===== config.mk =====
export PLATFORM = sky130hd
export DESIGN_NAME = part_timer
export DESIGN_NICKNAME = d
export VERILOG_FILES = /design/src/part_pkg.sv /design/src/part_timer.sv
export SDC_FILE = /design/constraint.sdc
export NUM_CORES = 1
export LEC_CHECK = 0
export ABC_AREA = 1
export ABC_CLOCK_PERIOD_IN_PS = 3100
export BUFFER_PORTS_ARGS = -buffer_cell sky130_fd_sc_hd__buf_2
export CAP_MARGIN = 10
export CORE_UTILIZATION = 60
export CTS_BUF_LIST = sky130_fd_sc_hd__clkbuf_4
export DETAILED_ROUTE_END_ITERATION = 7
export PLACE_DENSITY_LB_ADDON = 0.1
export REMOVE_ABC_BUFFERS = 1
export SLEW_MARGIN = 20
export SYNTH_ARGS = -nofsm -noshare
export SYNTH_HDL_FRONTEND = slang
export SYNTH_SLANG_ARGS = --single-unit
export TNS_END_PERCENT = 10

===== constraint.sdc =====
create_clock -name aclk -period 3.1 [get_ports aclk]
set_input_delay 0.155 -clock aclk [delete_from_list [all_inputs] [get_ports aclk]]
set_output_delay 0.155 -clock aclk [all_outputs]
set_load 0.005 [all_outputs]

===== src/part_pkg.sv =====
/*
  part_pkg: register indices, field positions, reset values and response
  codes for the 8-bit PWM auto-reload timer with input capture.
  Assumes a 32-bit AXI4-Lite bus where each register is one aligned word at
  byte address four times its index.
*/
package part_pkg;
  // register indices; byte address is four times the index
  localparam logic [7:0] IDX_DUTY3 = 8'h31;
  localparam logic [7:0] IDX_DUTY2 = 8'h32;
  localparam logic [7:0] IDX_DUTY1 = 8'h33;
  localparam logic [7:0] IDX_DUTY0 = 8'h34;
  localparam logic [7:0] IDX_PWMCTL = 8'h35;
  localparam logic [7:0] IDX_CSR = 8'h36;
  localparam logic [7:0] IDX_CAR = 8'h37;
  localparam logic [7:0] IDX_ARR = 8'h38;
  localparam logic [7:0] IDX_ICCSR = 8'h39;
  localparam logic [7:0] IDX_ICV1 = 8'h3A;
  localparam logic [7:0] IDX_ICV2 = 8'h3B;
  localparam logic [7:0] IDX_IRQ_STAT = 8'h3C;
  localparam logic [7:0] IDX_IRQ_MASK = 8'h3D;
  // timer control/status fields
  localparam int CSR_EXCL = 7;
  localparam int CSR_CC_LO = 4;
  localparam int CSR_TCE = 3;
  localparam int CSR_FCRL = 2;
  localparam int CSR_OIE = 1;
  localparam int CSR_OVF = 0;
  // capture control/status fields
  localparam int ICC_SENS_LO = 4;
  localparam int ICC_IE_LO = 2;
  localparam int ICC_FLAG_LO = 0;
  // interrupt status bits: overflow, capture 1, capture 2
  localparam int IRQ_OVF = 0;
  localparam int IRQ_CAP_LO = 1;
  localparam int IRQ_W = 3;
  // reset values and limits
  localparam logic [7:0] RST_BYTE = 8'h00;
  localparam logic [6:0] RST_PSC = 7'h00;
  localparam logic [7:0] CNT_MAX = 8'hFF;
  localparam logic [1:0] RESP_OKAY = 2'h0;
  localparam logic [1:0] RESP_SLVERR = 2'h2;
endpackage


===== src/part_timer.sv =====
/*
  part_timer: 8-bit PWM auto-reload timer with four PWM channels and two
  input capture channels, reached over an AXI4-Lite slave port.
  Assumes all inputs are synchronous to aclk; the external prescaler clock
  arrives as an ordinary sampled input and must be slower than aclk / 2.
*/
// Function
// output enable bit connects channel to pin
// output high while count <= compare, polarity inverts
// polarity change flips output at once
// duty register sets second edge, reload first
// capture control top two bits read zero
// sensitivity bit: zero falling, one rising
// per-channel capture interrupt enable
// capture flag cleared by reading capture value
// capture value read-only, holds captured count
// all registers reset to zero
// register order duty3..0 then control registers
// overflow reloads counter, outputs change level
// capture transfer blocked while flag set
// overflow flag set on wrap, cleared on read
// duty copied to compare at overflow
// sensitivity bits 5:4, enables bits 3:2
`timescale 1ns/1ps
module part_timer
  import part_pkg::*;
(
  input wire logic aclk, // 100 MHz system clock
  input wire logic aresetn, // synchronous reset, active low
  input wire logic [7:0] s_awaddr, // write address
  input wire logic s_awvalid, // write address valid
  output logic s_awready, // write address ready
  input wire logic [31:0] s_wdata, // write data
  input wire logic [3:0] s_wstrb, // write byte strobes
  input wire logic s_wvalid, // write data valid
  output logic s_wready, // write data ready
  output logic [1:0] s_bresp, // write response
  output logic s_bvalid, // write response valid
  input wire logic s_bready, // write response ready
  input wire logic [7:0] s_araddr, // read address
  input wire logic s_arvalid, // read address valid
  output logic s_arready, // read address ready
  output logic [31:0] s_rdata, // read data
  output logic [1:0] s_rresp, // read response
  output logic s_rvalid, // read data valid
  input wire logic s_rready, // read data ready
  input wire logic ext_clk_in, // external prescaler clock input
  input wire logic [1:0] capture_input_pin, // capture inputs, ch2..ch1
  output logic [3:0] pwm_channel_output, // pwm pin levels
  output logic [3:0] pwm_channel_oe, // pwm pin output enables
  output logic irq // level interrupt
);

  // software-visible registers
  logic [7:0] duty_r [4]; // duty_cycle_register per channel
  logic [7:0] pwm_ctl_r; // enables 7:4, polarity 3:0
  logic [7:0] csr_r; // excl, cc, tce, oie (bit 2 and 0 unused here)
  logic ovf_r; // overflow_flag
  logic [7:0] arr_r; // auto_reload_value
  logic [5:2] icc_r; // capture sensitivity and enables
  logic [1:0] cap_flag_r; // capture_flag per channel
  logic [7:0] icv_r [2]; // captured_count per channel
  logic [IRQ_W-1:0] irq_stat_r; // sticky event bits
  logic [IRQ_W-1:0] irq_mask_r; // interrupt mask
  // timer core
  logic [7:0] cnt_r; // auto-reload counter
  logic [6:0] psc_r; // 7-bit prescaler
  logic [7:0] cmp_r [4]; // channel_compare_value
  logic ext_d_r; // delayed external clock for edge detect
  logic [1:0] cap_d_r; // delayed capture inputs
  // bus state
  logic aw_held_r, w_held_r; // address / data captured
  logic [7:0] aw_addr_r; // held write address
  logic [31:0] w_data_r; // held write data
  logic [3:0] w_strb_r; // held strobes

  // decoded strobes
  logic wr_go, rd_go; // write performed / read taken this cycle
  logic [7:0] wr_idx, rd_idx; // register index
  logic [7:0] wbyte; // low byte of write data
  logic wr_lane; // low byte lane enabled
  logic in_tick, cnt_tick, ovf_evt; // prescaler input, counter step, wrap
  logic [6:0] psc_mask; // terminal prescale count
  logic [1:0] cap_evt; // edge seen on a capture input
  logic [1:0] cap_take; // capture actually transferred
  logic [1:0] cap_rd; // capture value read
  logic csr_rd; // control/status read
  logic fcrl_wr; // forced reload request

  assign wr_go = aw_held_r && w_held_r && !s_bvalid;
  assign rd_go = s_arvalid && s_arready;
  assign wr_idx = {2'h0, aw_addr_r[7:2]};
  assign rd_idx = {2'h0, s_araddr[7:2]};
  assign wbyte = w_data_r[7:0];
  assign wr_lane = w_strb_r[0];
  assign csr_rd = rd_go && rd_idx == IDX_CSR;
  assign cap_rd[0] = rd_go && rd_idx == IDX_ICV1;
  assign cap_rd[1] = rd_go && rd_idx == IDX_ICV2;
  assign fcrl_wr = wr_go && wr_lane && wr_idx == IDX_CSR && wbyte[CSR_FCRL];

  // prescaler input: aclk itself or rising edges of the external clock
  assign in_tick = csr_r[CSR_EXCL] ? (ext_clk_in && !ext_d_r) : 1'b1;
  // divide by 2**cc; mask of cc low bits must all be ones
  assign psc_mask = 7'(~(8'hFF << csr_r[6:CSR_CC_LO]));
  assign cnt_tick = csr_r[CSR_TCE] && in_tick && ((psc_r & psc_mask) == psc_mask);
  assign ovf_evt = cnt_tick && cnt_r == CNT_MAX;

  // capture edge detect and transfer gating
  genvar gc;
  generate
    for (gc = 0; gc < 2; gc++) begin : g_cap
      // sensitivity selects rising or falling edge
      assign cap_evt[gc] = icc_r[ICC_SENS_LO + gc]
        ? (capture_input_pin[gc] && !cap_d_r[gc])
        : (!capture_input_pin[gc] && cap_d_r[gc]);
      // blocked while the flag is still up, unless read this cycle
      assign cap_take[gc] = cap_evt[gc] && (!cap_flag_r[gc] || cap_rd[gc]);
    end
  endgenerate

  // input delay stages for edge detection
  always_ff @(posedge aclk) begin
    if (!aresetn) begin
      ext_d_r <= 1'b0;
      cap_d_r <= 2'h0;
    end else begin
      ext_d_r <= ext_clk_in;
      cap_d_r <= capture_input_pin;
    end
  end

  // write address and data channels, taken in either order
  always_ff @(posedge aclk) begin
    if (!aresetn) begin
      aw_held_r <= 1'b0;
      w_held_r <= 1'b0;
      aw_addr_r <= RST_BYTE;
      w_data_r <= 32'h0000_0000;
      w_strb_r <= 4'h0;
      s_awready <= 1'b0;
      s_wready <= 1'b0;
      s_bvalid <= 1'b0;
      s_bresp <= RESP_OKAY;
    end else begin
      // each ready only while its own channel holds nothing; one write in flight
      s_awready <= !aw_held_r && !(s_awvalid && s_awready) && !s_bvalid;
      s_wready <= !w_held_r && !(s_wvalid && s_wready) && !s_bvalid;
      if (s_awvalid && s_awready) begin
        aw_held_r <= 1'b1;
        aw_addr_r <= s_awaddr;
      end
      if (s_wvalid && s_wready) begin
        w_held_r <= 1'b1;
        w_data_r <= s_wdata;
        w_strb_r <= s_wstrb;
      end
      if (wr_go) begin
        aw_held_r <= 1'b0;
        w_held_r <= 1'b0;
        s_bvalid <= 1'b1;
        // unmapped indices answer with a slave error
        s_bresp <= (wr_idx >= IDX_DUTY3 && wr_idx <= IDX_IRQ_MASK)
          ? RESP_OKAY : RESP_SLVERR;
      end else if (s_bvalid && s_bready) begin
        s_bvalid <= 1'b0;
      end
    end
  end

  // read channel: answer one cycle after the address is taken
  always_ff @(posedge aclk) begin
    if (!aresetn) begin
      s_arready <= 1'b0;
      s_rvalid <= 1'b0;
      s_rdata <= 32'h0000_0000;
      s_rresp <= RESP_OKAY;
    end else begin
      s_arready <= !s_rvalid && !rd_go;
      if (rd_go) begin
        s_rvalid <= 1'b1;
        s_rresp <= RESP_OKAY;
        s_rdata <= 32'h0000_0000;
        // address decode in register map order
        if (rd_idx == IDX_DUTY3) begin
          s_rdata[7:0] <= duty_r[3];
        end else if (rd_idx == IDX_DUTY2) begin
          s_rdata[7:0] <= duty_r[2];
        end else if (rd_idx == IDX_DUTY1) begin
          s_rdata[7:0] <= duty_r[1];
        end else if (rd_idx == IDX_DUTY0) begin
          s_rdata[7:0] <= duty_r[0];
        end else if (rd_idx == IDX_PWMCTL) begin
          s_rdata[7:0] <= pwm_ctl_r;
        end else if (rd_idx == IDX_CSR) begin
          // force-reload bit always reads zero
          s_rdata[7:0] <= {csr_r[7:3], 1'b0, csr_r[CSR_OIE], ovf_r};
        end else if (rd_idx == IDX_CAR) begin
          s_rdata[7:0] <= cnt_r;
        end else if (rd_idx == IDX_ARR) begin
          s_rdata[7:0] <= arr_r;
        end else if (rd_idx == IDX_ICCSR) begin
          s_rdata[7:0] <= {2'h0, icc_r, cap_flag_r};
        end else if (rd_idx == IDX_ICV1) begin
          s_rdata[7:0] <= icv_r[0];
        end else if (rd_idx == IDX_ICV2) begin
          s_rdata[7:0] <= icv_r[1];
        end else if (rd_idx == IDX_IRQ_STAT) begin
          s_rdata[IRQ_W-1:0] <= irq_stat_r;
        end else if (rd_idx == IDX_IRQ_MASK) begin
          s_rdata[IRQ_W-1:0] <= irq_mask_r;
        end else begin
          s_rresp <= RESP_SLVERR; // unmapped: zero data, error
        end
      end else if (s_rvalid && s_rready) begin
        s_rvalid <= 1'b0;
      end
    end
  end

  // configuration registers written by software
  always_ff @(posedge aclk) begin
    if (!aresetn) begin
      duty_r <= '{default: RST_BYTE};
      pwm_ctl_r <= RST_BYTE;
      csr_r <= RST_BYTE;
      arr_r <= RST_BYTE;
      icc_r <= 4'h0;
      irq_mask_r <= '0;
    end else if (wr_go && wr_lane) begin
      if (wr_idx == IDX_DUTY3) begin
        duty_r[3] <= wbyte;
      end else if (wr_idx == IDX_DUTY2) begin
        duty_r[2] <= wbyte;
      end else if (wr_idx == IDX_DUTY1) begin
        duty_r[1] <= wbyte;
      end else if (wr_idx == IDX_DUTY0) begin
        duty_r[0] <= wbyte;
      end else if (wr_idx == IDX_PWMCTL) begin
        pwm_ctl_r <= wbyte;
      end else if (wr_idx == IDX_CSR) begin
        // force-reload and overflow bits are not stored here
        csr_r <= {wbyte[7:3], 1'b0, wbyte[CSR_OIE], 1'b0};
      end else if (wr_idx == IDX_ARR) begin
        arr_r <= wbyte;
      end else if (wr_idx == IDX_ICCSR) begin
        icc_r <= wbyte[5:2]; // flags and reserved bits ignored
      end else if (wr_idx == IDX_IRQ_MASK) begin
        irq_mask_r <= wbyte[IRQ_W-1:0];
      end
      // capture value writes fall through and change nothing
    end
  end

  // prescaler and counter
  always_ff @(posedge aclk) begin
    if (!aresetn) begin
      cnt_r <= RST_BYTE;
      psc_r <= RST_PSC;
    end else if (fcrl_wr) begin
      // forced reload also restarts the prescaler
      cnt_r <= arr_r;
      psc_r <= RST_PSC;
    end else if (wr_go && wr_lane && wr_idx == IDX_CAR) begin
      cnt_r <= wbyte; // on-the-fly counter write
    end else begin
      if (csr_r[CSR_TCE] && in_tick) begin
        psc_r <= cnt_tick ? RST_PSC : psc_r + 7'h01;
      end
      if (ovf_evt) begin
        cnt_r <= arr_r; // wrap loads the reload value
      end else if (cnt_tick) begin
        cnt_r <= cnt_r + 8'h01;
      end
    end
  end

  // overflow flag: set on wrap, cleared by reading; set wins
  always_ff @(posedge aclk) begin
    if (!aresetn) begin
      ovf_r <= 1'b0;
    end else if (ovf_evt) begin
      ovf_r <= 1'b1;
    end else if (csr_rd) begin
      ovf_r <= 1'b0;
    end
  end

  // per-channel compare and pin logic
  genvar gp;
  generate
    for (gp = 0; gp < 4; gp++) begin : g_pwm
      // compare reloads only at wrap, so a period is never torn
      always_ff @(posedge aclk) begin
        if (!aresetn) begin
          cmp_r[gp] <= RST_BYTE;
        end else if (ovf_evt) begin
          cmp_r[gp] <= duty_r[gp];
        end
      end
      // level from count vs compare, xor polarity with no waiting;
      // the wrap updates all outputs together, one edge after the count moves
      always_ff @(posedge aclk) begin
        if (!aresetn) begin
          pwm_channel_output[gp] <= 1'b0;
          pwm_channel_oe[gp] <= 1'b0;
        end else begin
          pwm_channel_output[gp] <= (cnt_r <= cmp_r[gp]) ^ pwm_ctl_r[gp];
          pwm_channel_oe[gp] <= pwm_ctl_r[4 + gp];
        end
      end
    end
  endgenerate

  // capture flags and values
  genvar gf;
  generate
    for (gf = 0; gf < 2; gf++) begin : g_flag
      always_ff @(posedge aclk) begin
        if (!aresetn) begin
          cap_flag_r[gf] <= 1'b0;
          icv_r[gf] <= RST_BYTE;
        end else if (cap_take[gf]) begin
          // a capture in the read cycle wins; flag stays up
          cap_flag_r[gf] <= 1'b1;
          icv_r[gf] <= cnt_r;
        end else if (cap_rd[gf]) begin
          cap_flag_r[gf] <= 1'b0;
        end
      end
    end
  endgenerate

  // sticky interrupt status, write one to clear, event wins
  always_ff @(posedge aclk) begin
    if (!aresetn) begin
      irq_stat_r <= '0;
    end else begin
      irq_stat_r <= (irq_stat_r
        & ~((wr_go && wr_lane && wr_idx == IDX_IRQ_STAT)
            ? wbyte[IRQ_W-1:0] : {IRQ_W{1'b0}}))
        | {cap_take, ovf_evt};
    end
  end

  // interrupt line: masked sticky bits or the native enables
  always_ff @(posedge aclk) begin
    if (!aresetn) begin
      irq <= 1'b0;
    end else begin
      irq <= |(irq_stat_r & irq_mask_r)
        | (csr_r[CSR_OIE] & ovf_r)
        | |(icc_r[3:2] & cap_flag_r);
    end
  end

endmodule


## After elaboration in Yosys (flattened, before gate mapping)

Memories as Yosys holds them, arrays and structs flattened.
Cells that the tools add are included.

| operators by class | value |
|---|---|
| add/sub/neg operators | 2 |
| order comparisons | 6 |
| equal/unequal tests | 26 |
| shift-type cells | 1 |
| multiplexer cells | 63 |
| bitwise gates (word level) | 30 |
| reductions and logical operators | 67 |

Operator list:

| kind | number |
|---|---|
| $mux 8 | 20 |
| $eq 6x6->1 const B | 24 |
| $le 8x8->1 | 4 |
| $logic_and 1x1->1 | 31 |
| $mux 2 | 14 |
| $mux 1 | 23 |
| $logic_not 1->1 | 14 |
| $mux 3 | 4 |
| $not 1->1 | 10 |
| $reduce_and 10->1 | 1 |
| $reduce_bool 2->1 | 5 |
| $reduce_and 9->1 | 1 |
| $add 8x1->8 const B | 1 |
| $eq 8x8->1 const B | 1 |
| $or 1x1->1 | 8 |
| $reduce_and 8->1 | 1 |
| $shl 8x3->7 const A | 1 |
| $add 7x1->7 const B | 1 |
| $and 7x7->7 | 1 |
| $eq 7x7->1 | 1 |
| $mux 7 | 1 |
| $not 7->7 | 1 |
| $reduce_and 7->1 | 1 |
| $and 3x3->3 | 2 |
| other kinds (17) | 24 |

| word-level totals | value |
|---|---|
| flip-flop bits (word level) | 130 |
| RAM bits | 48 |
| input port bits | 62 |
| output and inout bits | 50 |
| word-level logic and storage cells | 236 |
| memories kept | 2 |

Memory list:

| name | words | bits a word | rd ports | clocked after Yosys merged registers in | write ports | line | RTL |
|---|---|---|---|---|---|---|---|
| cmp_r | 4 | 8 | 4 | 0 | 4 | part_timer.sv:68 | `logic [7:0] cmp_r [4];` |
| icv_r | 2 | 8 | 2 | 0 | 2 | part_timer.sv:62 | `logic [7:0] icv_r [2];` |

## Depth between registers and ports, before layout

Gate-level depths: netlist of run 1.

| depth | value |
|---|---|
| depth in word-level cells | 14 |
| gate-level depth with buffers | 13 |
| depth with buffers taken out | 13 |

## Least setup slack after synthesis of run 1

OpenSTA, ideal clock, no wires.

| path | value |
|---|---|
| kind | register -> register |
| start point | register cnt_r[1] |
| end point | memory cmp_r[0][0] (enable) |
| library setup time | 389 ps |
| data arrival time | 2024 ps |
| data required time | 2711 ps |
| setup slack | 686 ps |
| stages on the path, launching flop included | 8 |
| clock period less this slack | 2414 ps |
| path through | dfxtp_1 > ha_1 > nand3_1 > nor2_1 > nand3_1 > nor2_2 > nand3_2 > nand2_1 |

RTL lines:

| what | line | RTL |
|---|---|---|
| from (decl) | part_timer.sv:66 | `logic [7:0] cnt_r;` |
| from (signal assigned) | part_timer.sv:261 | `cnt_r <= arr_r;` |
| from (signal assigned) | part_timer.sv:264 | `cnt_r <= wbyte;` |
| from (signal assigned) | part_timer.sv:270 | `cnt_r <= arr_r;` |
| to (decl) | part_timer.sv:68 |  |

==> flow_summary_export.csv, run 1 <==
group,metric,value,unit
critical_path,start_kind,"register",
drt,drc,0,
pwr,peakVddDrop,0.321,mV
critical_path,arrival,2.76,ns
cells_and_area,drive_above_1_share,11.5,%
clock_network,cts_sinks,174,
sta,slew_viol_final,0,
logic_synthesis,ys.flop_type,"dfxtp_1",
logic_synthesis,synthArstFlopShare,0,%
sta,slew_headroom,34.4,%
grt,antenna_found_initial,0,
clock_network,tritoncts,"built",
worst_hold_path,hold_path_depth,3,
pwr,clkPwrFrac,30.7,%
pwr,leakage,4.08,nW
sta,worst_slew_pin_slew,0.977,ns
drt,wl_per_cell,16.9,um
drt,drt_iter0_markers,750,
drt,drt_pass1_iterations,5,
sta,hold_violations,0,
clock_network,cts-htree-levels,4,
floorplanning,std_cell_rows,43,
grt,grt_pass1_vias,6878,
pwr,p_seq_share,61.9,%
sta,fmax,0.398,GHz
drt,ant_nets,0,
worst_hold_path,hp-class,"primary input to register",
critical_path,end_kind,"register",
grt,grt_max_degree,73,
cells_and_area,area_growth,9.57,%
floorplanning,initial_core_util,61.7,%
critical_path,r2r_end,"cmp_r[0][5]$_SDFFCE_PN0P_",
clock_network,cts_root_buffer,"clkbuf_4",
sta,setup_viol,0,
pwr,fin_total_pwr,0.00393,W
logic_synthesis,syn_inst,1073,
clock_network,insertion_delay,0.58,ns
floorplanning,die_area,0.0148,mm2
clock_network,cts_setup_buffers,0,
logic_synthesis,synth-seq-cells,174,
cells_and_area,final_common_cell,"nand2_1",
sta,finalClockSkew,0.0192,ns
worst_hold_path,timing.hold.worst_endpoint,"aw_addr_r[2]$_SDFFE_PN0P_",
drt,num_vias,7432,
grt,track_usage,32.8,%
cells_and_area,final_area,0.00938,mm2
grt,grt_pass1_wl,35800,um
logic_synthesis,synth_area_leaders,"dfxtp_1 29%, edfxtp_1 17%, nand2_1 8.1%, inv_1 6.7%, a21oi_1 6.1%",
clock_network,cts_buffer_depth,2,
critical_path,cp_data_required_time,3.35,ns
critical_path,slowest_stage,"dfxtp_1",
floorplanning,die_y,121,um
placement,hpwl,16500,um
cells_and_area,fin_cells,1344,
placement,place_area,0.00888,mm2
cells_and_area,fin_nets,1245,
sta,finalCriticalPeriod,2.52,ns
critical_path,cp_max_fo,32,
critical_path,critPathKind,"register to register",
cells_and_area,final_cell_mix,"184 x nand2_1, 152 x inv_1, 126 x dfxtp_1",
critical_path,cp_cell_sequence,"ha_1 > nand3_1 > nor2_1 > nand3_1 > nor2_2 > nand3_2 > nand2_1 > buf_4",
critical_path,cp-startpoint,"cnt_r[1]$_SDFFE_PN0P_",
job,max_cap_viol_count,0,
logic_synthesis,yosysWarnings,0,
placement,dp.cells,1286,
sta,tns,0,ns
pwr,switching_share,26.0,%
critical_path,reg2reg_depth,8,
logic_synthesis,postSynthAreaPerCell,7.98,um2
critical_path,crit_top_cell,"nand3_1",
critical_path,cpPeakStageDelay,0.59,ns
floorplanning,core,0.0139,mm2
placement,gp_congestion,0.952,
logic_synthesis,synth_top_area_share,29.5,%
pwr,p_sw,0.00102,W
drt,drt_wl_total,22700,um
sta,rsz0062_at_grt,"false",
clock_network,path_clk_slew,0.14,ns
sta,whs,0.0364,ns
critical_path,reg2reg_setup_slack,0.58,ns
pwr,p_int,0.00291,W
pwr,pwr-share-comb,7.5,%
drt,viasPerCell,5.53,
sta,fin_crit_sh,81.1,%
clock_network,cts_buffers,17,
logic_synthesis,synth_edf_count,48,
critical_path,rr_startpoint,"cnt_r[1]$_SDFFE_PN0P_",
logic_synthesis,synth_seq_area_share,46.3,%
floorplanning,fp.dieW,121,um
pwr,power_density,419,mW/mm2
logic_synthesis,ys_types,50,
status,outcome,"finished clean",
worst_hold_path,hp-start,"s_awvalid",
placement,port_buffers,54,
grt,overflow,0,
logic_synthesis,yosysTopAreaCell,"dfxtp_1",
floorplanning,boundaryPins,112,
logic_synthesis,synth_area,0.00856,mm2
## metrics by stage
step | utilization, % | setup WS, ns
2_1_floorplan | - | 0.687
3_3_place_gp | 64.0 | 0.694
3_5_place_dp | 64.0 | 0.635
4_1_cts | 67.5 | 0.596
5_1_grt | 67.5 | 0.414
6_report | 67.6 | 0.584
## registers in the layout, indices dropped and copies added (netlist names), 6 cells and up
name / flops
aw_addr_r: 6
psc_r: 7
arr_r: 8
w_data_r: 8
cnt_r: 8
csr_r: 6
pwm_ctl_r: 8
duty_r: 32
cmp_r: 32
s_rdata: 8
icv_r: 16
## kinds of logic (layout without fill, tap and decap cells)
logic type | after synthesis | in the layout | share of synthesized area, %
AO/OA/AOI/OAI | 246 | 246 | 16.2
XOR/XNOR | 7 | 7 | 0.716
multiplexers | 1 | 1 | 0.117
flip-flops | 174 | 174 | 46.3
adder cells (fa/ha/maj) | 34 | 34 | 4.97
other | 1 | 28 | 0.0438
buffers and inverters | 210 | 274 | 10.8
AND/OR/NAND/NOR | 400 | 400 | 20.8
## cell usage after synthesis (3+ instances only)
cell type and count:
nand2_1 184, nor4_1 3, a21oi_1 104, xor2_1 6
o211ai_1 5, a211oi_1 15, ha_1 34, nor3_1 7
buf_2 9, nand4_1 16, dfxtp_1 126, a221oi_1 5
nand2_2 5, nor2_2 8, a211oi_2 3, o21ai_1 4
nor2_1 117, inv_1 152, clkbuf_1 11, nand3_1 45
nor4_4 3, edfxtp_1 48, o21ai_2 4, buf_4 27
o21ai_0 93, buf_6 3, inv_2 6, nand3_2 5
## final cells by class
cell class,count,area (um2)
fill,1230,4500
clock inverter,13,115
multi-input combinational,714,3770
tap,180,225
sequential,174,3960
clock buffer,19,143
antenna,2,5.00
inverter,158,593
timing repair buffer,84,568
## worst max path at each step
stage	endpoint	cells after the start	slack [ns]
6_report	cmp_r[0][5]$_SDFFCE_PN0P_	8	0.58
3_5_place_dp	cmp_r[3][6]$_SDFFCE_PN0P_	8	0.64
3_3_place_gp	cmp_r[3][3]$_SDFFCE_PN0P_	8	0.69
2_1_floorplan	cmp_r[0][0]$_SDFFCE_PN0P_	7	0.69
5_1_grt	cmp_r[0][5]$_SDFFCE_PN0P_	8	0.41
4_1_cts	cmp_r[0][7]$_SDFFCE_PN0P_	8	0.60
## metal layers
metal | global-route usage, % | routed length, um
met2 | 49.6 | 9870
met1 | 43.5 | 9900
met5 | 0 | 0
met3 | 8.79 | 2080
met4 | 15.2 | 831
## timing repair
item,in CTS,in global routing
hold buffers,24,0
resized for setup,0,0
endpoints found under the hold margin,31,0
## worst max-delay path: cells and delay by family, from the launching register on
family        cells  cell delay, ns
buf+inv           1            0.36
fa+ha+maj         1            0.27
flops             1            0.59
simple gates      6            0.93
## power groups by stage
| stage | logic [W] | registers [W] | clock network, W |
|---|---|---|---|
| floorplan | 0.000156 | 0.00247 | 0 |
| global placement | 0.000261 | 0.00248 | 0 |
| detailed placement | 0.000265 | 0.00248 | 0 |
| CTS | 0.000289 | 0.00243 | 0.00122 |
| global route | 0.000332 | 0.00244 | 0.00131 |
| finish | 0.000294 | 0.00243 | 0.00120 |
Power figures use the tool's default switching activity.
==> inputs of run 2 (changes only) <==
--- a/config.mk
+++ b/config.mk
@@ -6,10 +6,10 @@
 export NUM_CORES = 1
 export LEC_CHECK = 0
 export ABC_AREA = 1
-export ABC_CLOCK_PERIOD_IN_PS = 3100
+export ABC_CLOCK_PERIOD_IN_PS = 2260
 export BUFFER_PORTS_ARGS = -buffer_cell sky130_fd_sc_hd__buf_2
 export CAP_MARGIN = 10
-export CORE_UTILIZATION = 60
+export CORE_UTILIZATION = 54
 export CTS_BUF_LIST = sky130_fd_sc_hd__clkbuf_4
 export DETAILED_ROUTE_END_ITERATION = 7
 export PLACE_DENSITY_LB_ADDON = 0.1
==> constraint.sdc (replaced) <==
create_clock -name aclk -period 2.26 [get_ports aclk]
set_input_delay 0.113 -clock aclk [delete_from_list [all_inputs] [get_ports aclk]]
set_output_delay 0.113 -clock aclk [all_outputs]
set_load 0.005 [all_outputs]
==> run 2 against run 1 <==
Die area is 11% higher. Core utilization is 4.6 points lower. Cell area is 2.8% higher. Count of clock-buffer cells in the layout is 1 lower. Flip-flop and latch count stayed put. Combinational power is 46% higher. Critical path depth stayed put. Highest routed layer unchanged. Largest power group unchanged. Sequential share of layout area is 1.1 points lower. Total power is 40% higher. Register-to-register slack worse by 0.40 ns.
==> flow_summary_export.csv, run 2 (synthesis results as in run 1) <==
group,metric,value,unit
sta,finalCriticalPeriod,2.07,ns
drt,wl_per_cell,16.6,um
critical_path,reg2reg_setup_slack,0.19,ns
grt,overflow,0,
cells_and_area,final_common_cell,"nand2_1",
clock_network,cts_sinks,174,
worst_hold_path,hold_path_depth,4,
pwr,power_density,571,mW/mm2
critical_path,cp_max_fo,32,
critical_path,arrival,2.36,ns
floorplanning,fp.dieW,128,um
sta,fin_crit_sh,91.7,%
pwr,leakage,4.23,nW
placement,port_buffers,54,
grt,grt_pass1_wl,36300,um
sta,hold_violations,0,
drt,num_vias,7519,
grt,antenna_found_initial,1,
critical_path,critPathKind,"register to register",
floorplanning,die_y,128,um
worst_hold_path,hp-class,"primary input to register",
clock_network,path_clk_slew,0.15,ns
critical_path,cp_data_required_time,2.55,ns
sta,rsz0062_at_grt,"false",
clock_network,cts_root_buffer,"clkbuf_4",
pwr,peakVddDrop,0.372,mV
sta,slew_headroom,60.4,%
drt,ant_nets,0,
sta,worst_slack,0.188,ns
critical_path,reg2reg_depth,8,
floorplanning,core,0.0153,mm2
sta,slew_viol_final,0,
drt,drt_pass1_iterations,5,
placement,gp_congestion,0.926,
grt,grt_pass1_vias,6672,
floorplanning,boundaryPins,112,
cells_and_area,area_growth,12.6,%
clock_network,cts_buffer_depth,2,
cells_and_area,largestRegisters,"cmp_r: 32 flops, duty_r: 32 flops, icv_r: 16 flops",
drt,drt_iter0_markers,612,
clock_network,cts_buffers,17,
floorplanning,std_cell_rows,45,
job,max_cap_viol_count,0,
drt,viasPerCell,5.38,
floorplanning,initial_core_util,55.9,%
status,outcome,"finished clean",
pwr,fin_total_pwr,0.00550,W
drt,drc,0,
drt,drt_wl_total,23300,um
clock_network,cts-htree-levels,4,
cells_and_area,drive_above_1_share,13.0,%
placement,dp_slack,0.209,ns
cells_and_area,final_cell_mix,"184 x nand2_1, 152 x inv_1, 125 x dfxtp_1",
grt,track_usage,29.9,%
clock_network,insertion_delay,0.59,ns
sta,setup_viol,0,
sta,finalClockSkew,0.0237,ns
critical_path,end_kind,"register",
floorplanning,die_area,0.0164,mm2
placement,hpwl,17100,um
sta,fmax,0.483,GHz
cells_and_area,fin_nets,1268,
clock_network,cts_setup_buffers,0,
sta,worst_slew_pin_slew,0.589,ns
clock_network,tritoncts,"built",
critical_path,start_kind,"register",
grt,grt_max_degree,66,
-- run 2: cell types whose count changed in the layout (fill, tap and decap cells not counted), sizes merged --
| cell | change |
|---|---|
| dlygate4sd3 | +4 |
| inv | +4 |
| buf | +19 |
| clkinv | +1 |
| clkinvlp | -4 |
| clkbuf | -1 |
-- run 2: final timing paths --
check / to / from
worst min-delay path: aw_addr_r[6]$_SDFFE_PN0P_ / s_awvalid
worst max-delay path: cmp_r[0][5]$_SDFFCE_PN0P_ / cnt_r[0]$_SDFFE_PN0P_
worst max register to register: cmp_r[0][5]$_SDFFCE_PN0P_ / cnt_r[0]$_SDFFE_PN0P_
worst min register to register: s_rdata[1]$_SDFFE_PN0P_ / s_rdata[1]$_SDFFE_PN0P_
-- run 2: power breakdown --
part           switching [W]  internal, W  leakage, nW
registers          0.0000534      0.00328         1.49
logic               0.000276     0.000152         2.59
clock network        0.00116     0.000581        0.146
-- run 2: worst max-delay path: stages, from the launching register on --
cell and delay (ns):
dfxtp_2 0.40, ha_1 0.20, nand3_1 0.14, nor2_1 0.14, nand3_1 0.16, nor2_4 0.18, nand3_2 0.18, nand2_1 0.17
buf_12 0.21
-- run 2: timing repair --
item / 4_1_cts / 5_1_grt
gates resized for setup: 0 / 2
endpoints found under the setup margin: 0 / 32
hold endpoints to repair: 25 / 0
hold buffers: 28 / 0
-- run 2: cell type report --
class,instances,area [um2]
fillers,1445,5670
flip-flops and latches,174,3970
multi-input cells,714,3770
repair buffers,107,776
inverters,158,593
well taps,211,264
clock buffers,18,135
clock inverters,14,133
diodes,2,5.00
-- run 2: stage by stage --
| stage | util (%) | instances | hold WS (ns) | setup TNS [ns] | instance area (um2) |
|---|---|---|---|---|---|
| final | 63.0 | 1398 | 0.0237 | 0 | 9640 |
| after detailed placement | 59.3 | 1336 | 0.309 | 0 | 9080 |
| after CTS | 62.9 | 1396 | 0.00655 | 0 | 9630 |
| after global placement | 59.3 | 1336 | 0.305 | 0 | 9080 |
| after global routing | 63.0 | 1398 | 0.0797 | 0 | 9640 |
| after floorplan | - | 1046 | 0.206 | -5.72 | 8320 |
-- run 2: routing by layer --
layer  vias to the layer above  global-route usage [%]  part of all wire (%)
met3                        53                    7.85                   8.5
li1                       3721                       -                     -
met1                      3431                    40.3                    44
met2                       314                    46.3                    45
met5                         -                       0                     0
met4                         0                    10.9                   2.7
